[src/bcsc_pkg.sv]
// shared constants and types for the buck converter mode and soft-start controller
package bcsc_pkg;

  // clock and switching timing
  localparam int CLK_PERIOD_NS  = 10;
  localparam int CLK_KHZ        = 100000;
  localparam int SW_FREQ_KHZ    = 3000;
  localparam int SW_PERIOD_CYC  = (CLK_KHZ / SW_FREQ_KHZ) < 1 ? 1 : (CLK_KHZ / SW_FREQ_KHZ);
  localparam int OSC_W          = 6;
  localparam logic [OSC_W-1:0] OSC_LAST = OSC_W'(SW_PERIOD_CYC - 1);

  // loss of external clock on the mode input after this long without an edge
  localparam int SYNC_LOSS_NS   = 700;
  localparam int SYNC_LOSS_CYC  = (SYNC_LOSS_NS / CLK_PERIOD_NS) < 1 ? 1 : (SYNC_LOSS_NS / CLK_PERIOD_NS);
  localparam int SYNC_W         = 8;
  localparam logic [SYNC_W-1:0] SYNC_LOSS = SYNC_W'(SYNC_LOSS_CYC);

  // soft-start step length in internal oscillator clocks
  localparam int SS_STEP_TICKS  = 256;
  localparam int SS_CNT_W       = 16;

  // current limit steps in mA
  localparam int ILIM_W         = 10;
  localparam logic [ILIM_W-1:0] ILIM_STEP0_MA = 10'h0c3;
  localparam logic [ILIM_W-1:0] ILIM_STEP1_MA = 10'h186;
  localparam logic [ILIM_W-1:0] ILIM_STEP2_MA = 10'h249;
  localparam logic [ILIM_W-1:0] ILIM_FULL_MA  = 10'h30c;
  localparam logic [ILIM_W-1:0] ILIM_HALF_MA  = ILIM_FULL_MA >> 1;

  // register map
  localparam int ADDR_W         = 8;
  localparam logic [ADDR_W-1:0] ADDR_CTRL   = 8'h00;
  localparam logic [ADDR_W-1:0] ADDR_STATUS = 8'h04;
  localparam logic [ADDR_W-1:0] ADDR_ILIM   = 8'h08;
  localparam logic [ADDR_W-1:0] ADDR_COUNT  = 8'h0c;

  // control fields and reset value
  localparam int CTRL_PS_EN_BIT = 0;
  localparam logic [31:0] CTRL_RESET = 32'h0000_0001;

  // status fields
  localparam int ST_STEP_LSB    = 0;
  localparam int ST_STATE_LSB   = 2;
  localparam int ST_PS_BIT      = 4;
  localparam int ST_BURST_BIT   = 5;
  localparam int ST_SYNC_BIT    = 6;
  localparam int ST_DONE_BIT    = 7;
  localparam int ST_HALF_BIT    = 8;
  localparam int ST_FORCED_BIT  = 9;

  // event counters
  localparam int CNT_W          = 16;
  localparam int CNT_ILIM_LSB   = 16;

  typedef enum logic [1:0] {
    ST_OFF  = 2'b00,
    ST_IDLE = 2'b01,
    ST_HS   = 2'b11,
    ST_LS   = 2'b10
  } bcsc_state_e;

endpackage

[src/bcsc_ss_if.sv]
// link between the switching controller and the soft-start sequencer
interface bcsc_ss_if;
  logic       tick;
  logic       restart;
  logic       vout_half;
  logic [1:0] step;
  logic       done;

  modport seq (input tick, input restart, input vout_half, output step, output done);
  modport ctl (output tick, output restart, output vout_half, input step, input done);
endinterface

[src/bcsc_ctrl.sv]
// switching, mode selection and current-limit control core of the step-down converter
//
// Function
// fixed-frequency cycle starts high-side until regulation trip
// high-side limit: high-side off, low-side on
// low-side limit holds low-side, blocks pulses
// power-save idles until output below threshold
// power-save burst ends at output above nominal
// mode low: automatic fixed-frequency or power-save
// mode high: forced fixed-frequency, no power-save
// mode changes on the fly, no restart
// other party drives about 3 MHz sync clock
// sync clock: fixed-frequency, start on falling edge
// current limit rises in four steps
// step advances every 256 internal clocks
// hold second step until output above half
// enable high starts at first soft-start step
// enable low: switches off, control idle
// output below half: half current limit
// synchronous comparator inputs, gates never both on
module bcsc_ctrl #(
  parameter int SS_STEP_TICKS = bcsc_pkg::SS_STEP_TICKS
) (
  // clock and reset
  input  wire logic                              sys_clk,
  input  wire logic                              rst_n,
  // device pins
  input  wire logic                              en,
  input  wire logic                              mode_sync,
  // comparator results
  input  wire logic                              reg_cmp_trip,
  input  wire logic                              hs_ilim,
  input  wire logic                              ls_ilim,
  input  wire logic                              vout_below_ps,
  input  wire logic                              vout_above_nom,
  input  wire logic                              vout_above_half,
  input  wire logic                              light_load,
  // switch commands and current limit setting
  output logic                                   hs_gate,
  output logic                                   ls_gate,
  output logic [bcsc_pkg::ILIM_W-1:0]            ilim_ma,
  // register port
  input  wire logic [bcsc_pkg::ADDR_W-1:0]       reg_addr,
  input  wire logic [31:0]                       reg_wdata,
  input  wire logic                              reg_wr,
  input  wire logic                              reg_rd,
  output logic [31:0]                            reg_rdata
);

  bcsc_ss_if ss_link ();

  bcsc_pkg::bcsc_state_e           state;
  bcsc_pkg::bcsc_state_e           next_state;
  logic [bcsc_pkg::OSC_W-1:0]      osc_cnt;
  logic                            osc_tick;
  logic                            mode_prev;
  logic                            sync_fall;
  logic [bcsc_pkg::SYNC_W-1:0]     since_edge;
  logic                            sync_present;
  logic                            cycle_start;
  logic                            ps_enable;
  logic                            auto_mode;
  logic                            forced_pwm;
  logic                            ps_active;
  logic                            burst;
  logic                            start_ok;
  logic                            running;
  logic [bcsc_pkg::CNT_W-1:0]      pulse_cnt;
  logic [bcsc_pkg::CNT_W-1:0]      ilim_cnt;
  logic                            pulse_evt;
  logic                            ilim_evt;
  logic                            cnt_clear;

  // limit for a soft-start step
  function automatic logic [bcsc_pkg::ILIM_W-1:0] step_limit(input logic [1:0] s);
    logic [bcsc_pkg::ILIM_W-1:0] v;
    v = bcsc_pkg::ILIM_FULL_MA;
    unique case (s)
      2'h0: v = bcsc_pkg::ILIM_STEP0_MA;
      2'h1: v = bcsc_pkg::ILIM_STEP1_MA;
      2'h2: v = bcsc_pkg::ILIM_STEP2_MA;
      2'h3: v = bcsc_pkg::ILIM_FULL_MA;
    endcase
    return v;
  endfunction

  assign running = rst_n && en;

  // internal oscillator, also the soft-start clock
  always_ff @(posedge sys_clk)
  begin
    if (!running)
      osc_cnt <= '0;
    else if (osc_cnt == bcsc_pkg::OSC_LAST)
      osc_cnt <= '0;
    else
      osc_cnt <= osc_cnt + 1'b1;
  end

  assign osc_tick = running && (osc_cnt == bcsc_pkg::OSC_LAST);

  // external clock detection on the mode input
  always_ff @(posedge sys_clk)
  begin
    if (!rst_n)
      mode_prev <= mode_sync; // a pin idling high gives no false edge out of reset
    else
      mode_prev <= mode_sync;
  end

  assign sync_fall = mode_prev && !mode_sync;

  always_ff @(posedge sys_clk)
  begin
    if (!running)
      since_edge <= bcsc_pkg::SYNC_LOSS;
    else if (mode_prev != mode_sync)
      since_edge <= '0;
    else if (since_edge != bcsc_pkg::SYNC_LOSS)
      since_edge <= since_edge + 1'b1;
  end

  // any edge within the loss window counts as a clock
  assign sync_present = (since_edge != bcsc_pkg::SYNC_LOSS);

  // a pulse starts at the falling sync edge when a clock is there
  assign cycle_start = sync_present ? sync_fall : osc_tick;

  assign forced_pwm = sync_present || mode_sync || !ps_enable;
  assign auto_mode  = !forced_pwm;

  // power-save selection follows the mode input without a restart
  always_ff @(posedge sys_clk)
  begin
    if (!running)
      ps_active <= 1'b0;
    else
      ps_active <= auto_mode && light_load;
  end

  // burst window inside power-save, wake wins over the end
  always_ff @(posedge sys_clk)
  begin
    if (!running || !ps_active)
      burst <= 1'b0;
    else if (vout_below_ps)
      burst <= 1'b1;
    else if (vout_above_nom)
      burst <= 1'b0;
  end

  assign start_ok = cycle_start && !ls_ilim && (!ps_active || burst);

  // switching sequence
  always_comb
  begin
    next_state = state;
    unique case (state)
      bcsc_pkg::ST_OFF:
        next_state = bcsc_pkg::ST_IDLE;
      bcsc_pkg::ST_IDLE:
      begin
        if (start_ok)
          next_state = bcsc_pkg::ST_HS;
      end
      bcsc_pkg::ST_HS:
      begin
        if (hs_ilim)
          next_state = bcsc_pkg::ST_LS;
        else if (reg_cmp_trip)
          next_state = bcsc_pkg::ST_LS;
        else if (ps_active && vout_above_nom)
          next_state = bcsc_pkg::ST_LS;
      end
      bcsc_pkg::ST_LS:
      begin
        if (ls_ilim)
          next_state = bcsc_pkg::ST_LS;
        else if (ps_active && !burst)
          next_state = bcsc_pkg::ST_IDLE;
        else if (start_ok)
          next_state = bcsc_pkg::ST_HS;
      end
    endcase
    if (!running)
      next_state = bcsc_pkg::ST_OFF;
  end

  always_ff @(posedge sys_clk)
  begin
    if (!rst_n)
      state <= bcsc_pkg::ST_OFF;
    else
      state <= next_state;
  end

  // gate commands decoded from one state, so never both on
  always_ff @(posedge sys_clk)
  begin
    if (!rst_n)
    begin
      hs_gate <= 1'b0;
      ls_gate <= 1'b0;
    end
    else
    begin
      hs_gate <= (next_state == bcsc_pkg::ST_HS);
      ls_gate <= (next_state == bcsc_pkg::ST_LS);
    end
  end

  // soft-start sequencer
  assign ss_link.tick      = osc_tick;
  assign ss_link.restart   = !running;
  assign ss_link.vout_half = vout_above_half;

  bcsc_softstart #(
    .STEP_TICKS (SS_STEP_TICKS)
  ) u_softstart (
    .sys_clk (sys_clk),
    .rst_n   (rst_n),
    .ss      (ss_link.seq)
  );

  // current limit: step value, capped at half of full while the output is low
  always_ff @(posedge sys_clk)
  begin
    if (!running)
      ilim_ma <= bcsc_pkg::ILIM_STEP0_MA;
    else if (!vout_above_half && step_limit(ss_link.step) > bcsc_pkg::ILIM_HALF_MA)
      ilim_ma <= bcsc_pkg::ILIM_HALF_MA;
    else
      ilim_ma <= step_limit(ss_link.step);
  end

  // event counters, a write to the counter word clears them
  assign pulse_evt = (state != bcsc_pkg::ST_HS) && (next_state == bcsc_pkg::ST_HS);
  assign ilim_evt  = (state == bcsc_pkg::ST_HS) && hs_ilim;
  assign cnt_clear = reg_wr && (reg_addr == bcsc_pkg::ADDR_COUNT);

  always_ff @(posedge sys_clk)
  begin
    if (!rst_n)
      pulse_cnt <= '0;
    else if (cnt_clear)
      pulse_cnt <= pulse_evt ? bcsc_pkg::CNT_W'(1) : '0;
    else if (pulse_evt)
      pulse_cnt <= pulse_cnt + 1'b1;
  end

  always_ff @(posedge sys_clk)
  begin
    if (!rst_n)
      ilim_cnt <= '0;
    else if (cnt_clear)
      ilim_cnt <= ilim_evt ? bcsc_pkg::CNT_W'(1) : '0;
    else if (ilim_evt)
      ilim_cnt <= ilim_cnt + 1'b1;
  end

  // control register
  always_ff @(posedge sys_clk)
  begin
    if (!rst_n)
      ps_enable <= bcsc_pkg::CTRL_RESET[bcsc_pkg::CTRL_PS_EN_BIT];
    else if (reg_wr && reg_addr == bcsc_pkg::ADDR_CTRL)
      ps_enable <= reg_wdata[bcsc_pkg::CTRL_PS_EN_BIT];
  end

  // read data stand only in the cycle after the strobe
  always_ff @(posedge sys_clk)
  begin
    if (!rst_n || !reg_rd)
      reg_rdata <= 32'h0000_0000;
    else
    begin
      reg_rdata <= 32'h0000_0000;
      unique case (reg_addr)
        bcsc_pkg::ADDR_CTRL:
          reg_rdata[bcsc_pkg::CTRL_PS_EN_BIT] <= ps_enable;
        bcsc_pkg::ADDR_STATUS:
        begin
          reg_rdata[bcsc_pkg::ST_STEP_LSB +: 2]  <= ss_link.step;
          reg_rdata[bcsc_pkg::ST_STATE_LSB +: 2] <= state;
          reg_rdata[bcsc_pkg::ST_PS_BIT]         <= ps_active;
          reg_rdata[bcsc_pkg::ST_BURST_BIT]      <= burst;
          reg_rdata[bcsc_pkg::ST_SYNC_BIT]       <= sync_present;
          reg_rdata[bcsc_pkg::ST_DONE_BIT]       <= ss_link.done;
          reg_rdata[bcsc_pkg::ST_HALF_BIT]       <= !vout_above_half;
          reg_rdata[bcsc_pkg::ST_FORCED_BIT]     <= forced_pwm;
        end
        bcsc_pkg::ADDR_ILIM:
          reg_rdata[bcsc_pkg::ILIM_W-1:0] <= ilim_ma;
        bcsc_pkg::ADDR_COUNT:
        begin
          reg_rdata[bcsc_pkg::CNT_W-1:0]                      <= pulse_cnt;
          reg_rdata[bcsc_pkg::CNT_ILIM_LSB +: bcsc_pkg::CNT_W] <= ilim_cnt;
        end
        default:
          reg_rdata <= 32'h0000_0000;
      endcase
    end
  end

endmodule // bcsc_ctrl

[src/bcsc_softstart.sv]
// stepped soft-start sequencer raising the current limit
module bcsc_softstart #(
  parameter int STEP_TICKS = bcsc_pkg::SS_STEP_TICKS
) (
  // clock and reset
  input wire logic sys_clk,
  input wire logic rst_n,
  // controller side
  bcsc_ss_if.seq   ss
);

  logic [bcsc_pkg::SS_CNT_W-1:0] cnt;
  logic [1:0]                    step;

  always_ff @(posedge sys_clk)
  begin
    if (!rst_n || ss.restart)
    begin
      cnt  <= '0;
      step <= 2'h0;
    end
    else if (ss.tick && step != 2'h3)
    begin
      if (cnt == bcsc_pkg::SS_CNT_W'(STEP_TICKS - 1))
      begin
        cnt <= '0;
        // hold at the second step until the output passes half of nominal
        if (step != 2'h1 || ss.vout_half)
          step <= step + 2'h1;
      end
      else
        cnt <= cnt + 1'b1;
    end
  end

  assign ss.step = step;
  assign ss.done = (step == 2'h3);

endmodule // bcsc_softstart

[config.mk]
export PLATFORM = sky130hd
export DESIGN_NAME = bcsc_ctrl
export DESIGN_NICKNAME = d
export VERILOG_FILES = /design/src/bcsc_pkg.sv /design/src/bcsc_ss_if.sv /design/src/bcsc_ctrl.sv /design/src/bcsc_softstart.sv
export SDC_FILE = /design/constraint.sdc
export NUM_CORES = 1
export LEC_CHECK = 0
export BUFFER_PORTS_ARGS = -buffer_cell sky130_fd_sc_hd__buf_2
export CORE_MARGIN = 10
export CORE_UTILIZATION = 52
export CTS_CLUSTER_DIAMETER = 60
export DETAILED_ROUTE_END_ITERATION = 10
export PLACE_DENSITY = 0.79
export SLEW_MARGIN = 20
export SYNTH_ARGS = -nofsm -noshare
export SYNTH_HDL_FRONTEND = slang
export SYNTH_SLANG_ARGS = --single-unit
[constraint.sdc]
create_clock -name sys_clk -period 6.28 [get_ports sys_clk]
set_input_delay 1.256 -clock sys_clk [delete_from_list [all_inputs] [get_ports sys_clk]]
set_output_delay 1.256 -clock sys_clk [all_outputs]
set_load 0.01 [all_outputs]
Yosys cells after proc, flatten, opt, wreduce, memory -nomap -nowiden
Cells that the tools add are included.
{"block": "classes", "reduce_logical": 43, "n_eq_ne": 18, "n_lt_le_gt_ge": 1, "n_addsub": 6, "n_mux": 25, "n_mul": 0, "shift": 0, "bitwise": 2, "n_div": 0}
{"op": "$mux W16", "count": 5}
{"op": "$add A16 B1 Y16 const B", "count": 3}
{"op": "$pmux W10 S4", "count": 1}
{"op": "$pmux W9 S3", "count": 1}
{"op": "$eq A16 B8 Y1 const B", "count": 1}
{"op": "$eq A8 B4 Y1 const B", "count": 2}
{"op": "$logic_and A1 B1 Y1", "count": 14}
{"op": "$mux W2", "count": 7}
{"op": "$mux W7", "count": 2}
{"op": "$eq A2 B2 Y1 const B", "count": 6}
{"op": "$gt A10 B9 Y1 const B", "count": 1}
{"op": "$logic_not A1 Y1", "count": 10}
{"op": "$mux W10", "count": 1}
{"op": "$mux W9", "count": 1}
{"op": "$add A8 B1 Y8 const B", "count": 1}
{"op": "$eq A8 B3 Y1 const B", "count": 1}
{"op": "$logic_not A8 Y1", "count": 1}
{"op": "$ne A8 B7 Y1 const B", "count": 1}
{"op": "$pmux W2 S4", "count": 1}
{"op": "$reduce_bool A2 Y1", "count": 4}
{"op": "$reduce_or A2 Y1", "count": 4}
{"op": "$logic_or A1 B1 Y1", "count": 7}
{"op": "$add A6 B1 Y6 const B", "count": 1}
{"op": "$eq A6 B6 Y1 const B", "count": 1}
{"op": "10 further kinds", "count": 18}
{"block": "totals", "register_bits": 114, "latchBits": 0, "mem_bits_ro": 0, "mem_bits_rw": 0, "output_inout_bits": 44, "memories": 0, "word_cells": 113}

Logic depth before layout (Yosys ltp)
Gate-level depths: netlist of run 1.
{"block": "logic_depth", "word_depth": 14, "depth_mapped": 11}

By module
Synthesis of run 1 repeated with hierarchy kept, for this count alone.
{"block": "hier_totals", "hier_cells": 515, "hier_area_um2": 4629.4}
{"mod": "bcsc_ctrl", "seq_area_each_um2": 1801.7, "cells_each": 406, "area_each_um2": 3698.5, "n_inst": 1}
{"mod": "bcsc_softstart", "seq_area_each_um2": 360.3, "cells_each": 109, "area_each_um2": 930.9, "n_inst": 1}

Worst setup path after synthesis of run 1
No wires, ideal clock.
{"block": "synth_timing", "path_kind": "input -> register", "start": "input port rst_n", "end": "register pulse_cnt[7] in the netlist's numbering", "n_path_buf": 3, "setup_time_ns": 0.070, "slack_ns": 3.217, "required_ns": 6.210, "arrival_time_ns": 2.993, "path_stages": 8, "path_cell_list": "buf_2 -> and2_1 -> clkbuf_1 -> nand2_1 -> o32a_4 -> buf_6 -> or4b_1 -> a21oi_1"}
{"block": "synth_via", "elab_chain_len": 13}
{"element": "start, declared", "line": "bcsc_ctrl.sv:26", "rtl": "input wire logic rst_n,"}
{"element": "$logic_and A1 B1 Y1", "line": "bcsc_ctrl.sv:87", "rtl": "assign running = rst_n && en;"}
{"element": "$logic_and A1 B1 Y1", "line": "bcsc_ctrl.sv:100", "rtl": "assign osc_tick = running && (osc_cnt == bcsc_pkg::OSC_LAST);"}
{"element": "$mux W1", "line": "bcsc_ctrl.sv:127", "rtl": "assign cycle_start = sync_present ? sync_fall : osc_tick;"}
{"element": "$logic_and A1 B1 Y1 (2 in a row)", "line": "bcsc_ctrl.sv:152", "rtl": "assign start_ok = cycle_start && !ls_ilim && (!ps_active || burst);"}
{"element": "$mux W2", "line": "bcsc_ctrl.sv:163, bcsc_ctrl.sv:181"}
{"element": "$mux W2", "line": "bcsc_ctrl.sv:179", "rtl": "else if (ps_active && !burst)"}
{"element": "$mux W2", "line": "bcsc_ctrl.sv:177", "rtl": "if (ls_ilim)"}
{"element": "$pmux W2 S4", "line": "bcsc_ctrl.sv:158", "rtl": "unique case (state)"}
{"element": "$mux W2", "line": "bcsc_ctrl.sv:185", "rtl": "if (!running)"}
{"element": "$eq A2 B2 Y1", "line": "bcsc_ctrl.sv:237", "rtl": "assign pulse_evt = (state != bcsc_pkg::ST_HS) && (next_state == bcsc_pkg::ST_HS);"}
{"element": "$logic_and A1 B1 Y1", "line": "bcsc_ctrl.sv:237"}
{"element": "$reduce_bool A2 Y1 (no line)"}
{"element": "end signal, assigned", "line": "bcsc_ctrl.sv:246", "rtl": "pulse_cnt <= pulse_evt ? bcsc_pkg::CNT_W'(1) : '0;"}
{"element": "end signal, assigned", "line": "bcsc_ctrl.sv:248", "rtl": "pulse_cnt <= pulse_cnt + 1'b1;"}
{"element": "end, declared", "line": "bcsc_ctrl.sv:68", "rtl": "logic [bcsc_pkg::CNT_W-1:0] pulse_cnt;"}
Parallel ways exist; a longest one is shown, timed or not.
A chain may end at the register's enable or synchronous reset.

Final worst setup path of run 1
{"block": "layout_timing", "start": "input port reg_addr[5] in the netlist's numbering", "end": "register reg_rdata[16]"}
{"block": "layout_via", "elab_chain_len": 3}
{"element": "start, declared", "line": "bcsc_ctrl.sv:43", "rtl": "input wire logic [bcsc_pkg::ADDR_W-1:0] reg_addr,"}
{"element": "$eq A8 B4 Y1", "line": "bcsc_ctrl.sv:278", "rtl": "unique case (reg_addr)"}
{"element": "$not A1 Y1 (no line)"}
{"element": "$reduce_or A2 Y1 (no line)"}
{"element": "end signal, assigned by index", "line": "bcsc_ctrl.sv:280", "rtl": "reg_rdata[bcsc_pkg::CTRL_PS_EN_BIT] <= ps_enable;"}
{"element": "end signal, assigned by index", "line": "bcsc_ctrl.sv:283", "rtl": "reg_rdata[bcsc_pkg::ST_STEP_LSB +: 2] <= ss_link.step;"}
{"element": "end signal, assigned by index", "line": "bcsc_ctrl.sv:284", "rtl": "reg_rdata[bcsc_pkg::ST_STATE_LSB +: 2] <= state;"}
{"element": "end, declared", "line": "bcsc_ctrl.sv:47", "rtl": "output logic [31:0] reg_rdata"}
Every way passes these cells.

==> impl_metrics.py, run 1 <==
metrics = {
    "run_status": {
        "run_status": "finished, final reports clean",
    },
    "timing": {
        "timing.setup.tns_ns": 0,
        "slew_viol_final": 0,
        "worst_pin_slew_ns": 0.913,
        "skew_ns": 0.0129,
        "finalCriticalPeriod_ns": 3.21,
        "rsz0062_at_grt": "no",
        "slew_headroom": 0.388,
        "fmax_mhz": 312,
        "fin_crit_sh": 0.511,
        "setup_violations": 0,
        "finalHoldViolCount": 0,
    },
    "global_routing": {
        "grt_pass1_vias": 3457,
        "grt_pass1_wl_mm": 16.1,
        "track_usage": 0.148,
        "grt.overflow.total": 0,
        "grt_max_degree": 29,
        "grt_antenna_before_repair": 1,
    },
    "finish": {
        "syn2layout_area_growth_pct": 11.7,
        "drive_gt1_frac": 0.168,
        "seqCellArea_um2": 2160,
        "final_cell_area_um2": 5170,
        "final_nets": 615,
        "fillCellCount": 784,
        "layout_common_cells": "dfxtp_1 (108), buf_2 (63), nor2_1 (55), nand2_1 (39), and2_1 (31)",
        "multi_input_area_um2": 2280,
        "final_common_cell": "dfxtp_1",
        "fin_cells": 664,
    },
    "yosys": {
        "synth_cell_types": 54,
        "ys_async_sr_fraction": 0,
        "synth-edff-count": 0,
        "ys_seq_area_frac": 0.467,
        "ys_ff_latch": 108,
        "synth_cells": 498,
        "syn_area_um2": 4630,
        "synth_flop_cell": "dfxtp_1",
        "avgSynthCellArea_um2": 9.29,
        "synth_warnings": 0,
    },
    "floorplan": {
        "initial_utilization": 0.533,
        "fp.dieH_um": 114,
        "core_um2": 8680,
        "dieArea_um2": 13100,
        "pin_count": 97,
        "die_x_um": 114,
        "row_count": 34,
    },
    "drt": {
        "viasPerCell": 5.42,
        "wl_per_cell_um": 14.5,
        "drtIter0Drc": 191,
        "wirelength_mm": 9.62,
        "vias": 3601,
        "ant_nets": 0,
        "drc_errors": 0,
        "drt_first_pass_iters": 4,
    },
    "clock_tree": {
        "cts.sinks": 108,
        "cts-root-buf": "clkbuf_8",
        "cts_tree": "done",
        "cts_buffer_depth": 2,
        "clk_pin_slew_ns": 0.10,
        "clock_latency_ns": 0.36,
        "cts_setup_buffers": 0,
        "htreeDepth": 3,
        "holdBufCountCts": 0,
        "cts_buffers": 9,
        "ctsResizeCount": 0,
    },
    "power_and_ir_drop": {
        "peakVddDrop_mv": 0.126,
        "p_leak_nw": 2.09,
        "p_per_area_nw_per_um2": 232,
    },
    "worst_setup_path": {
        "critPathMaxFanout": 22,
        "crit_path_start_kind": "input port",
        "worstPathArrival_ns": 3.51,
        "critPathRequiredTime_ns": 6.59,
        "worstSetupEndpointType": "flip-flop",
        "critPathKind": "input port to flip-flop",
    },
    "placed_design": {
        "portBuffers": 63,
        "dp.cells": 647,
        "postPlaceCellArea_um2": 4950,
        "place_congestion": 0.805,
        "place_hpwl_mm": 7.23,
    },
    "hold_path": {
        "hold_class": "flip-flop to flip-flop",
    },
    "job": {
        "drv_cap": 0,
    },
}
## routing by layer
metal	vias up	part of all wire	GRT usage
li1	1836	-	-
met1	1664	0.43	0.176
met2	95	0.50	0.251
met3	6	0.072	0.0482
met4	0	0.0059	0.0376
met5	-	0	0
## final timing paths
path,start,to,slack (ns),cells past startpoint
max,reg_addr[5],reg_rdata[16],3.07,7
min,ps_active,burst,0.47,2
max reg2reg,osc_cnt[0],u_softstart.cnt[7],3.40,7
min reg2reg,ps_active,burst,0.47,2
## power breakdown
part           switching (mW)  internal [mW]  total (mW)
Sequential            0.00400          0.688       0.692
Clock                   0.235          0.227       0.462
Combinational          0.0278         0.0192      0.0470
## metrics by stage
step                      hold WS [ns]  power [mW]  worst slack [ns]   util
after floorplan                  0.430       0.740              3.22      -
after global placement           0.445       0.753              2.70  0.570
after detailed placement         0.458       0.755              2.66  0.570
after CTS                        0.471        1.21              3.05  0.596
after global routing             0.502        1.25              2.85  0.596
final                            0.468        1.20              3.07  0.596
## registers in the layout, indices dropped and copies added (netlist names)
register	cells
osc_cnt	6
ls_gate	1
ilim_cnt	16
pulse_cnt	16
state	2
mode_prev	1
ps_active	1
ps_enable	1
u_softstart.cnt	16
reg_rdata	32
u_softstart.ss.step	2
since_edge	8
burst	1
hs_gate	1
ilim_ma	4
## cells by family after synthesis
family,share of synthesized area
AND/OR/NAND/NOR,0.270
flip-flops,0.467
AO/OA/AOI/OAI,0.0979
buffers and inverters,0.0405
XOR/XNOR,0.0662
adder cells (fa/ha/maj),0.0324
multiplexers,0.0249
other,0.000810
## critical path: stages
cell and delay, ns:
buf_2 0.09, or4_1 0.50, nor3_1 0.36, nand3_1 0.38
inv_2 0.13, and3_1 0.56, and2_1 0.22
## area by class of cell
class                           instances  share of cell area
Tap cell                              108              0.0261
Antenna cell                            1            0.000484
Multi-Input combinational cell        354               0.441
Inverter                               14              0.0102
Clock buffer                            9              0.0240
Clock inverter                          7              0.0189
Timing Repair Buffer                   63              0.0610
Sequential cell                       108               0.418
## cells in the mapped netlist, types with 4 or more instances
cell type | n | area, um2
xor2_1 | 23 | 201
nor2_1 | 55 | 206
or4_1 | 9 | 67.6
and2_1 | 31 | 194
inv_1 | 12 | 45.0
dfxtp_1 | 108 | 2160
buf_4 | 6 | 45.0
nor3_1 | 4 | 20.0
a22oi_1 | 6 | 45.0
nand3_1 | 18 | 90.1
ha_1 | 12 | 150
o31ai_1 | 10 | 75.1
o21ai_0 | 11 | 55.1
clkbuf_1 | 9 | 33.8
and3_1 | 17 | 106
nor2b_1 | 7 | 43.8
nand2_1 | 39 | 146
a21o_1 | 6 | 45.0
a21oi_1 | 22 | 110
mux2i_1 | 7 | 70.1
nand4_1 | 15 | 93.8
or3_1 | 6 | 37.5
xnor2_1 | 12 | 105
Power figures use the tool's default switching activity.
==> inputs of run 2 (changes only) <==
- clock period: 6.28 -> 3.2 ns (I/O delays scaled with it)
==> run 2 against run 1 <==
  * Register-to-register slack got worse by 3.0 ns
  * Die area unchanged
  * Final area increased by 0.12%
  * Cell count increased by 0.90%
  * Clock power increased by 69%
  * Setup slack got worse by 2.6 ns
  * Critical endpoint is now pulse_cnt[0]
  * Combinational power increased by 100%
  * First-iteration DRC count decreased by 29%
==> impl_metrics.py, run 2 (synthesized netlist as in run 1, its figures left out) <==
metrics = {
    "run_status": {
        "run_status": "finished, final reports clean",
    },
    "finish": {
        "final_common_cell": "dfxtp_1",
        "drive_gt1_frac": 0.175,
        "layout_common_cells": "dfxtp_1 (108), buf_2 (63), nor2_1 (55), nand2_1 (39), and2_1 (31)",
        "final_cell_area_um2": 5180,
        "top_register": "reg_rdata",
        "syn2layout_area_growth_pct": 11.9,
        "final_nets": 621,
        "largest_reg_flops": 32,
    },
    "timing": {
        "worst_slack_ns": 0.430,
        "fmax_mhz": 361,
        "worst_pin_slew_ns": 0.892,
        "setup_violations": 0,
        "finalHoldViolCount": 0,
        "finalCriticalPeriod_ns": 2.77,
        "slew_headroom": 0.405,
        "slew_viol_final": 0,
        "fin_crit_sh": 0.866,
        "timing.setup.tns_ns": 0,
        "rsz0062_at_grt": "no",
        "skew_ns": 0.0144,
    },
    "clock_tree": {
        "cts_buffers": 9,
        "clock_latency_ns": 0.38,
        "cts-root-buf": "clkbuf_8",
        "cts.sinks": 108,
        "cts_buffer_depth": 2,
        "ctsResizeCount": 0,
        "cts_setup_buffers": 0,
        "htreeDepth": 3,
        "clk_pin_slew_ns": 0.10,
        "holdBufCountCts": 0,
        "cts_tree": "done",
    },
    "placed_design": {
        "portBuffers": 63,
        "place_congestion": 0.832,
        "place_ws_ns": 0.461,
        "place_hpwl_mm": 7.42,
        "postPlaceCellArea_um2": 4990,
    },
    "power_and_ir_drop": {
        "p_leak_nw": 2.09,
        "p_per_area_nw_per_um2": 432,
        "peakVddDrop_mv": 0.286,
    },
    "global_routing": {
        "grt_pass1_vias": 3664,
        "grt_pass1_wl_mm": 16.6,
        "grt_antenna_before_repair": 1,
        "grt.overflow.total": 0,
        "track_usage": 0.152,
        "grt_max_degree": 29,
    },
    "floorplan": {
        "dieArea_um2": 13100,
        "initial_utilization": 0.533,
        "core_um2": 8680,
        "die_x_um": 114,
        "row_count": 34,
        "pin_count": 97,
        "fp.dieH_um": 114,
    },
    "drt": {
        "ant_nets": 0,
        "vias": 3697,
        "drc_errors": 0,
        "wirelength_mm": 9.73,
        "viasPerCell": 5.52,
        "drt_first_pass_iters": 5,
        "wl_per_cell_um": 14.5,
        "drtIter0Drc": 135,
    },
    "worst_setup_path": {
        "critPathKind": "flip-flop to flip-flop",
        "crit_path_start_kind": "flip-flop",
        "worstPathArrival_ns": 3.04,
        "critPathRequiredTime_ns": 3.47,
        "worstSetupEndpointType": "flip-flop",
        "critPathMaxFanout": 26,
    },
    "job": {
        "drv_cap": 0,
    },
    "hold_path": {
        "hold_class": "input port to flip-flop",
    },
}
-- run 2: cell count changes in the layout (fill, tap and decap cells not counted), sizes merged --
cell	previous run	this run
bufinv	2	0
inv	16	18
clkbuf	9	10
clkinvlp	1	2
clkinv	2	0
buf	63	69
-- run 2: worst paths after layout --
| check | startpoint | endpoint | slack (ns) | cells after the start |
|---|---|---|---|---|
| hold / removal | mode_sync | mode_prev | 0.41 | 1 |
| setup reg to reg | since_edge[1] | pulse_cnt[0] | 0.43 | 7 |
| hold reg to reg | osc_cnt[0] | osc_cnt[0] | 0.48 | 1 |
| setup / recovery | since_edge[1] | pulse_cnt[0] | 0.43 | 7 |
-- run 2: layer usage --
layer,GRT usage,up-vias,routed length (um)
met2,0.265,77,4880
met3,0.0540,12,623
met5,0,-,0
met4,0.0451,0,155
li1,-,1845,-
met1,0.169,1763,4080
-- run 2: critical path, stage by stage (launching register included) --
cell and delay [ns]:
dfxtp_1 0.40, ha_1 0.19, nor4b_4 0.24, nand4b_4 0.23
a311oi_1 0.36, and2_1 0.77, nor3b_2 0.14, mux2_1 0.34
-- run 2: area by class of cell --
type / count / area [um2]
fillers: 800 / 3500
multi-input cells: 354 / 2280
flip-flops and latches: 108 / 2160
repair buffers: 69 / 360
well taps: 108 / 135
clock buffers: 10 / 128
clock inverters: 6 / 55.1
inverters: 14 / 52.6
diodes: 1 / 2.50
-- run 2: metrics by stage --
step,instances,util,power [mW],hold WS [ns]
5_1_grt,669,0.596,2.32,0.392
6_report,670,0.597,2.23,0.415
4_1_cts,669,0.596,2.26,0.401
3_5_place_dp,653,0.575,1.48,0.460
3_3_place_gp,653,0.575,1.48,0.445
2_1_floorplan,499,-,1.45,0.430
-- run 2: power breakdown --
group / switching [mW] / leakage (nW) / internal, mW
clock network: 0.481 / 0.0874 / 0.300
logic: 0.0552 / 1.14 / 0.0411
registers: 0.00816 / 0.871 / 1.35
==> inputs of run 3 (changes only) <==
- CAP_MARGIN: default -> 40
- REMOVE_ABC_BUFFERS: default -> 1
==> run 3 against run 2 <==
  * Fmax grew 2.1%
  * Clock skew shrank 0.0060 ns
  * Routed wire length shrank 3.2%
  * Utilization grew 0.16 points
  * Flip-flop and latch count is the same
  * Hold slack lost 0.010 ns
  * Critical path depth is the same
  * Global-route usage shrank 0.53 points
  * Sequential power is essentially flat
  * Non-clock buffer count shrank 1
  * Critical endpoint unchanged
  * Largest cell class unchanged
  * Highest routed layer unchanged
==> impl_metrics.py, run 3 (synthesized netlist as in run 1, its figures left out) <==
metrics = {
    "worst_setup_path": {
        "cpMaxStageDelayCell": "and2_1",
        "critPathKind": "flip-flop to flip-flop",
        "path_delay_family": "simple AND/OR/NAND/NOR gates",
        "critPathMaxFanout": 26,
        "cp_cell_sequence": "ha_1, nor4b_4, nand4b_4, a311oi_1, and2_1, nor3b_2, mux2_1",
        "worstPathArrival_ns": 2.98,
        "crit_path_start_kind": "flip-flop",
        "cpPeakStageDelay_ns": 0.74,
        "worstSetupEndpointType": "flip-flop",
        "worst-path-buf-inv": 0,
        "critPathRequiredTime_ns": 3.46,
    },
    "timing": {
        "skew_ns": 0.00833,
        "setup_violations": 0,
        "rsz0062_at_grt": "no",
        "finalCriticalPeriod_ns": 2.71,
        "finalHoldViolCount": 0,
        "timing.setup.tns_ns": 0,
        "worst_pin_slew_ns": 0.850,
        "fin_crit_sh": 0.848,
        "fmax_mhz": 369,
        "slew_headroom": 0.434,
        "slew_viol_final": 0,
    },
    "drt": {
        "ant_nets": 0,
        "viasPerCell": 5.46,
        "drt_first_pass_iters": 4,
        "drtIter0Drc": 113,
        "wl_per_cell_um": 14.1,
        "vias": 3646,
        "wirelength_mm": 9.42,
        "drc_errors": 0,
    },
    "clock_tree": {
        "clock_latency_ns": 0.37,
        "ctsResizeCount": 0,
        "cts_tree": "done",
        "cts_buffers": 9,
        "htreeDepth": 3,
        "cts_setup_buffers": 0,
        "cts.sinks": 108,
        "holdBufCountCts": 0,
        "cts-root-buf": "clkbuf_8",
        "cts_buffer_depth": 2,
        "clk_pin_slew_ns": 0.10,
    },
    "finish": {
        "fillCellCount": 748,
        "layout_common_cells": "dfxtp_1 (108), buf_2 (63), nor2_1 (55), nand2_1 (39), and2_1 (31)",
        "fin_util": 0.598,
        "drive_gt1_frac": 0.175,
        "antenna_cells": 0,
        "largest_reg_flops": 32,
        "final_nets": 620,
        "final_common_cell": "dfxtp_1",
        "top_register": "reg_rdata",
        "final_cell_area_um2": 5190,
        "syn2layout_area_growth_pct": 12.2,
    },
    "power_and_ir_drop": {
        "seqPwrFrac": 0.587,
        "switchingPower_mw": 0.545,
        "p_per_area_nw_per_um2": 445,
        "p_leak_nw": 2.11,
        "p_comb_frac": 0.041,
        "p_clk_frac": 0.372,
        "intPower_mw": 1.77,
        "finalPower_mw": 2.31,
        "swShare": 0.236,
        "peakVddDrop_mv": 0.301,
    },
    "placed_design": {
        "place_congestion": 0.841,
        "place_hpwl_mm": 7.04,
        "portBuffers": 63,
        "postPlaceCellArea_um2": 4980,
    },
    "floorplan": {
        "initial_utilization": 0.533,
        "pin_count": 97,
        "dieArea_um2": 13100,
        "core_um2": 8680,
        "die_x_um": 114,
        "fp.dieH_um": 114,
        "row_count": 34,
    },
    "run_status": {
        "run_status": "finished, final reports clean",
    },
    "global_routing": {
        "grt_pass1_vias": 3528,
        "grt_antenna_before_repair": 0,
        "grt_pass1_wl_mm": 16.0,
        "track_usage": 0.146,
        "grt.overflow.total": 0,
        "grt_max_degree": 29,
    },
    "job": {
        "drv_cap": 0,
    },
    "hold_path": {
        "hold_class": "input port to flip-flop",
    },
}
## run 3: cell types whose count changed in the layout (fill, tap and decap cells not counted)
cell        previous run  this run
buf_4                  6         5
clkinv_2               0         1
diode_2                1         0
bufinv_16              0         1
clkinvlp_4             2         1
clkbuf_1               1         0
## run 3: worst register-to-register path, cell delays in order (launching register included)
cell	delay, ns
dfxtp_1	0.40
ha_1	0.18
nor4b_4	0.24
nand4b_4	0.22
a311oi_1	0.35
and2_1	0.74
nor3b_2	0.14
mux2_1	0.34
## run 3: final cells by class
type,count,area (um2),share of cell area
multi-input combinational,354,2280,0.440
sequential,108,2160,0.416
timing repair buffer,68,353,0.0680
tap,108,135,0.0260
clock buffer,9,124,0.0239
clock inverter,7,82.6,0.0159
inverter,14,52.6,0.0101
## run 3: metal layers
layer,share of wire,wire length [um],track usage,vias up
met5,0,0,0,-
met2,0.50,4740,0.254,90
li1,-,-,-,1842
met1,0.42,3990,0.169,1699
met3,0.057,539,0.0398,15
met4,0.016,153,0.0510,0
## run 3: through the flow
step,cells,setup slack (ns),hold slack [ns]
2_1_floorplan,476,0.852,0.430
3_3_place_gp,652,0.538,0.443
3_5_place_dp,652,0.515,0.453
4_1_cts,668,0.481,0.388
5_1_grt,668,0.268,0.387
6_report,668,0.487,0.404
## run 3: power by group through the flow
stage | combinational, mW | sequential [mW] | clock, mW
after CTS | 0.0965 | 1.36 | 0.881
final | 0.0959 | 1.36 | 0.859
after detailed placement | 0.0956 | 1.39 | 0
after floorplan | 0.0567 | 1.39 | 0
after global placement | 0.0931 | 1.39 | 0
after global routing | 0.107 | 1.36 | 0.944
## run 3: path summary, 6_finish.rpt
path                   to     startpoint  slack, ns  cells after the start
max          pulse_cnt[0]  since_edge[1]       0.49                      7
min reg2reg         burst      ps_active       0.47                      2
max reg2reg  pulse_cnt[0]  since_edge[1]       0.49                      7
min             mode_prev      mode_sync       0.40                      1
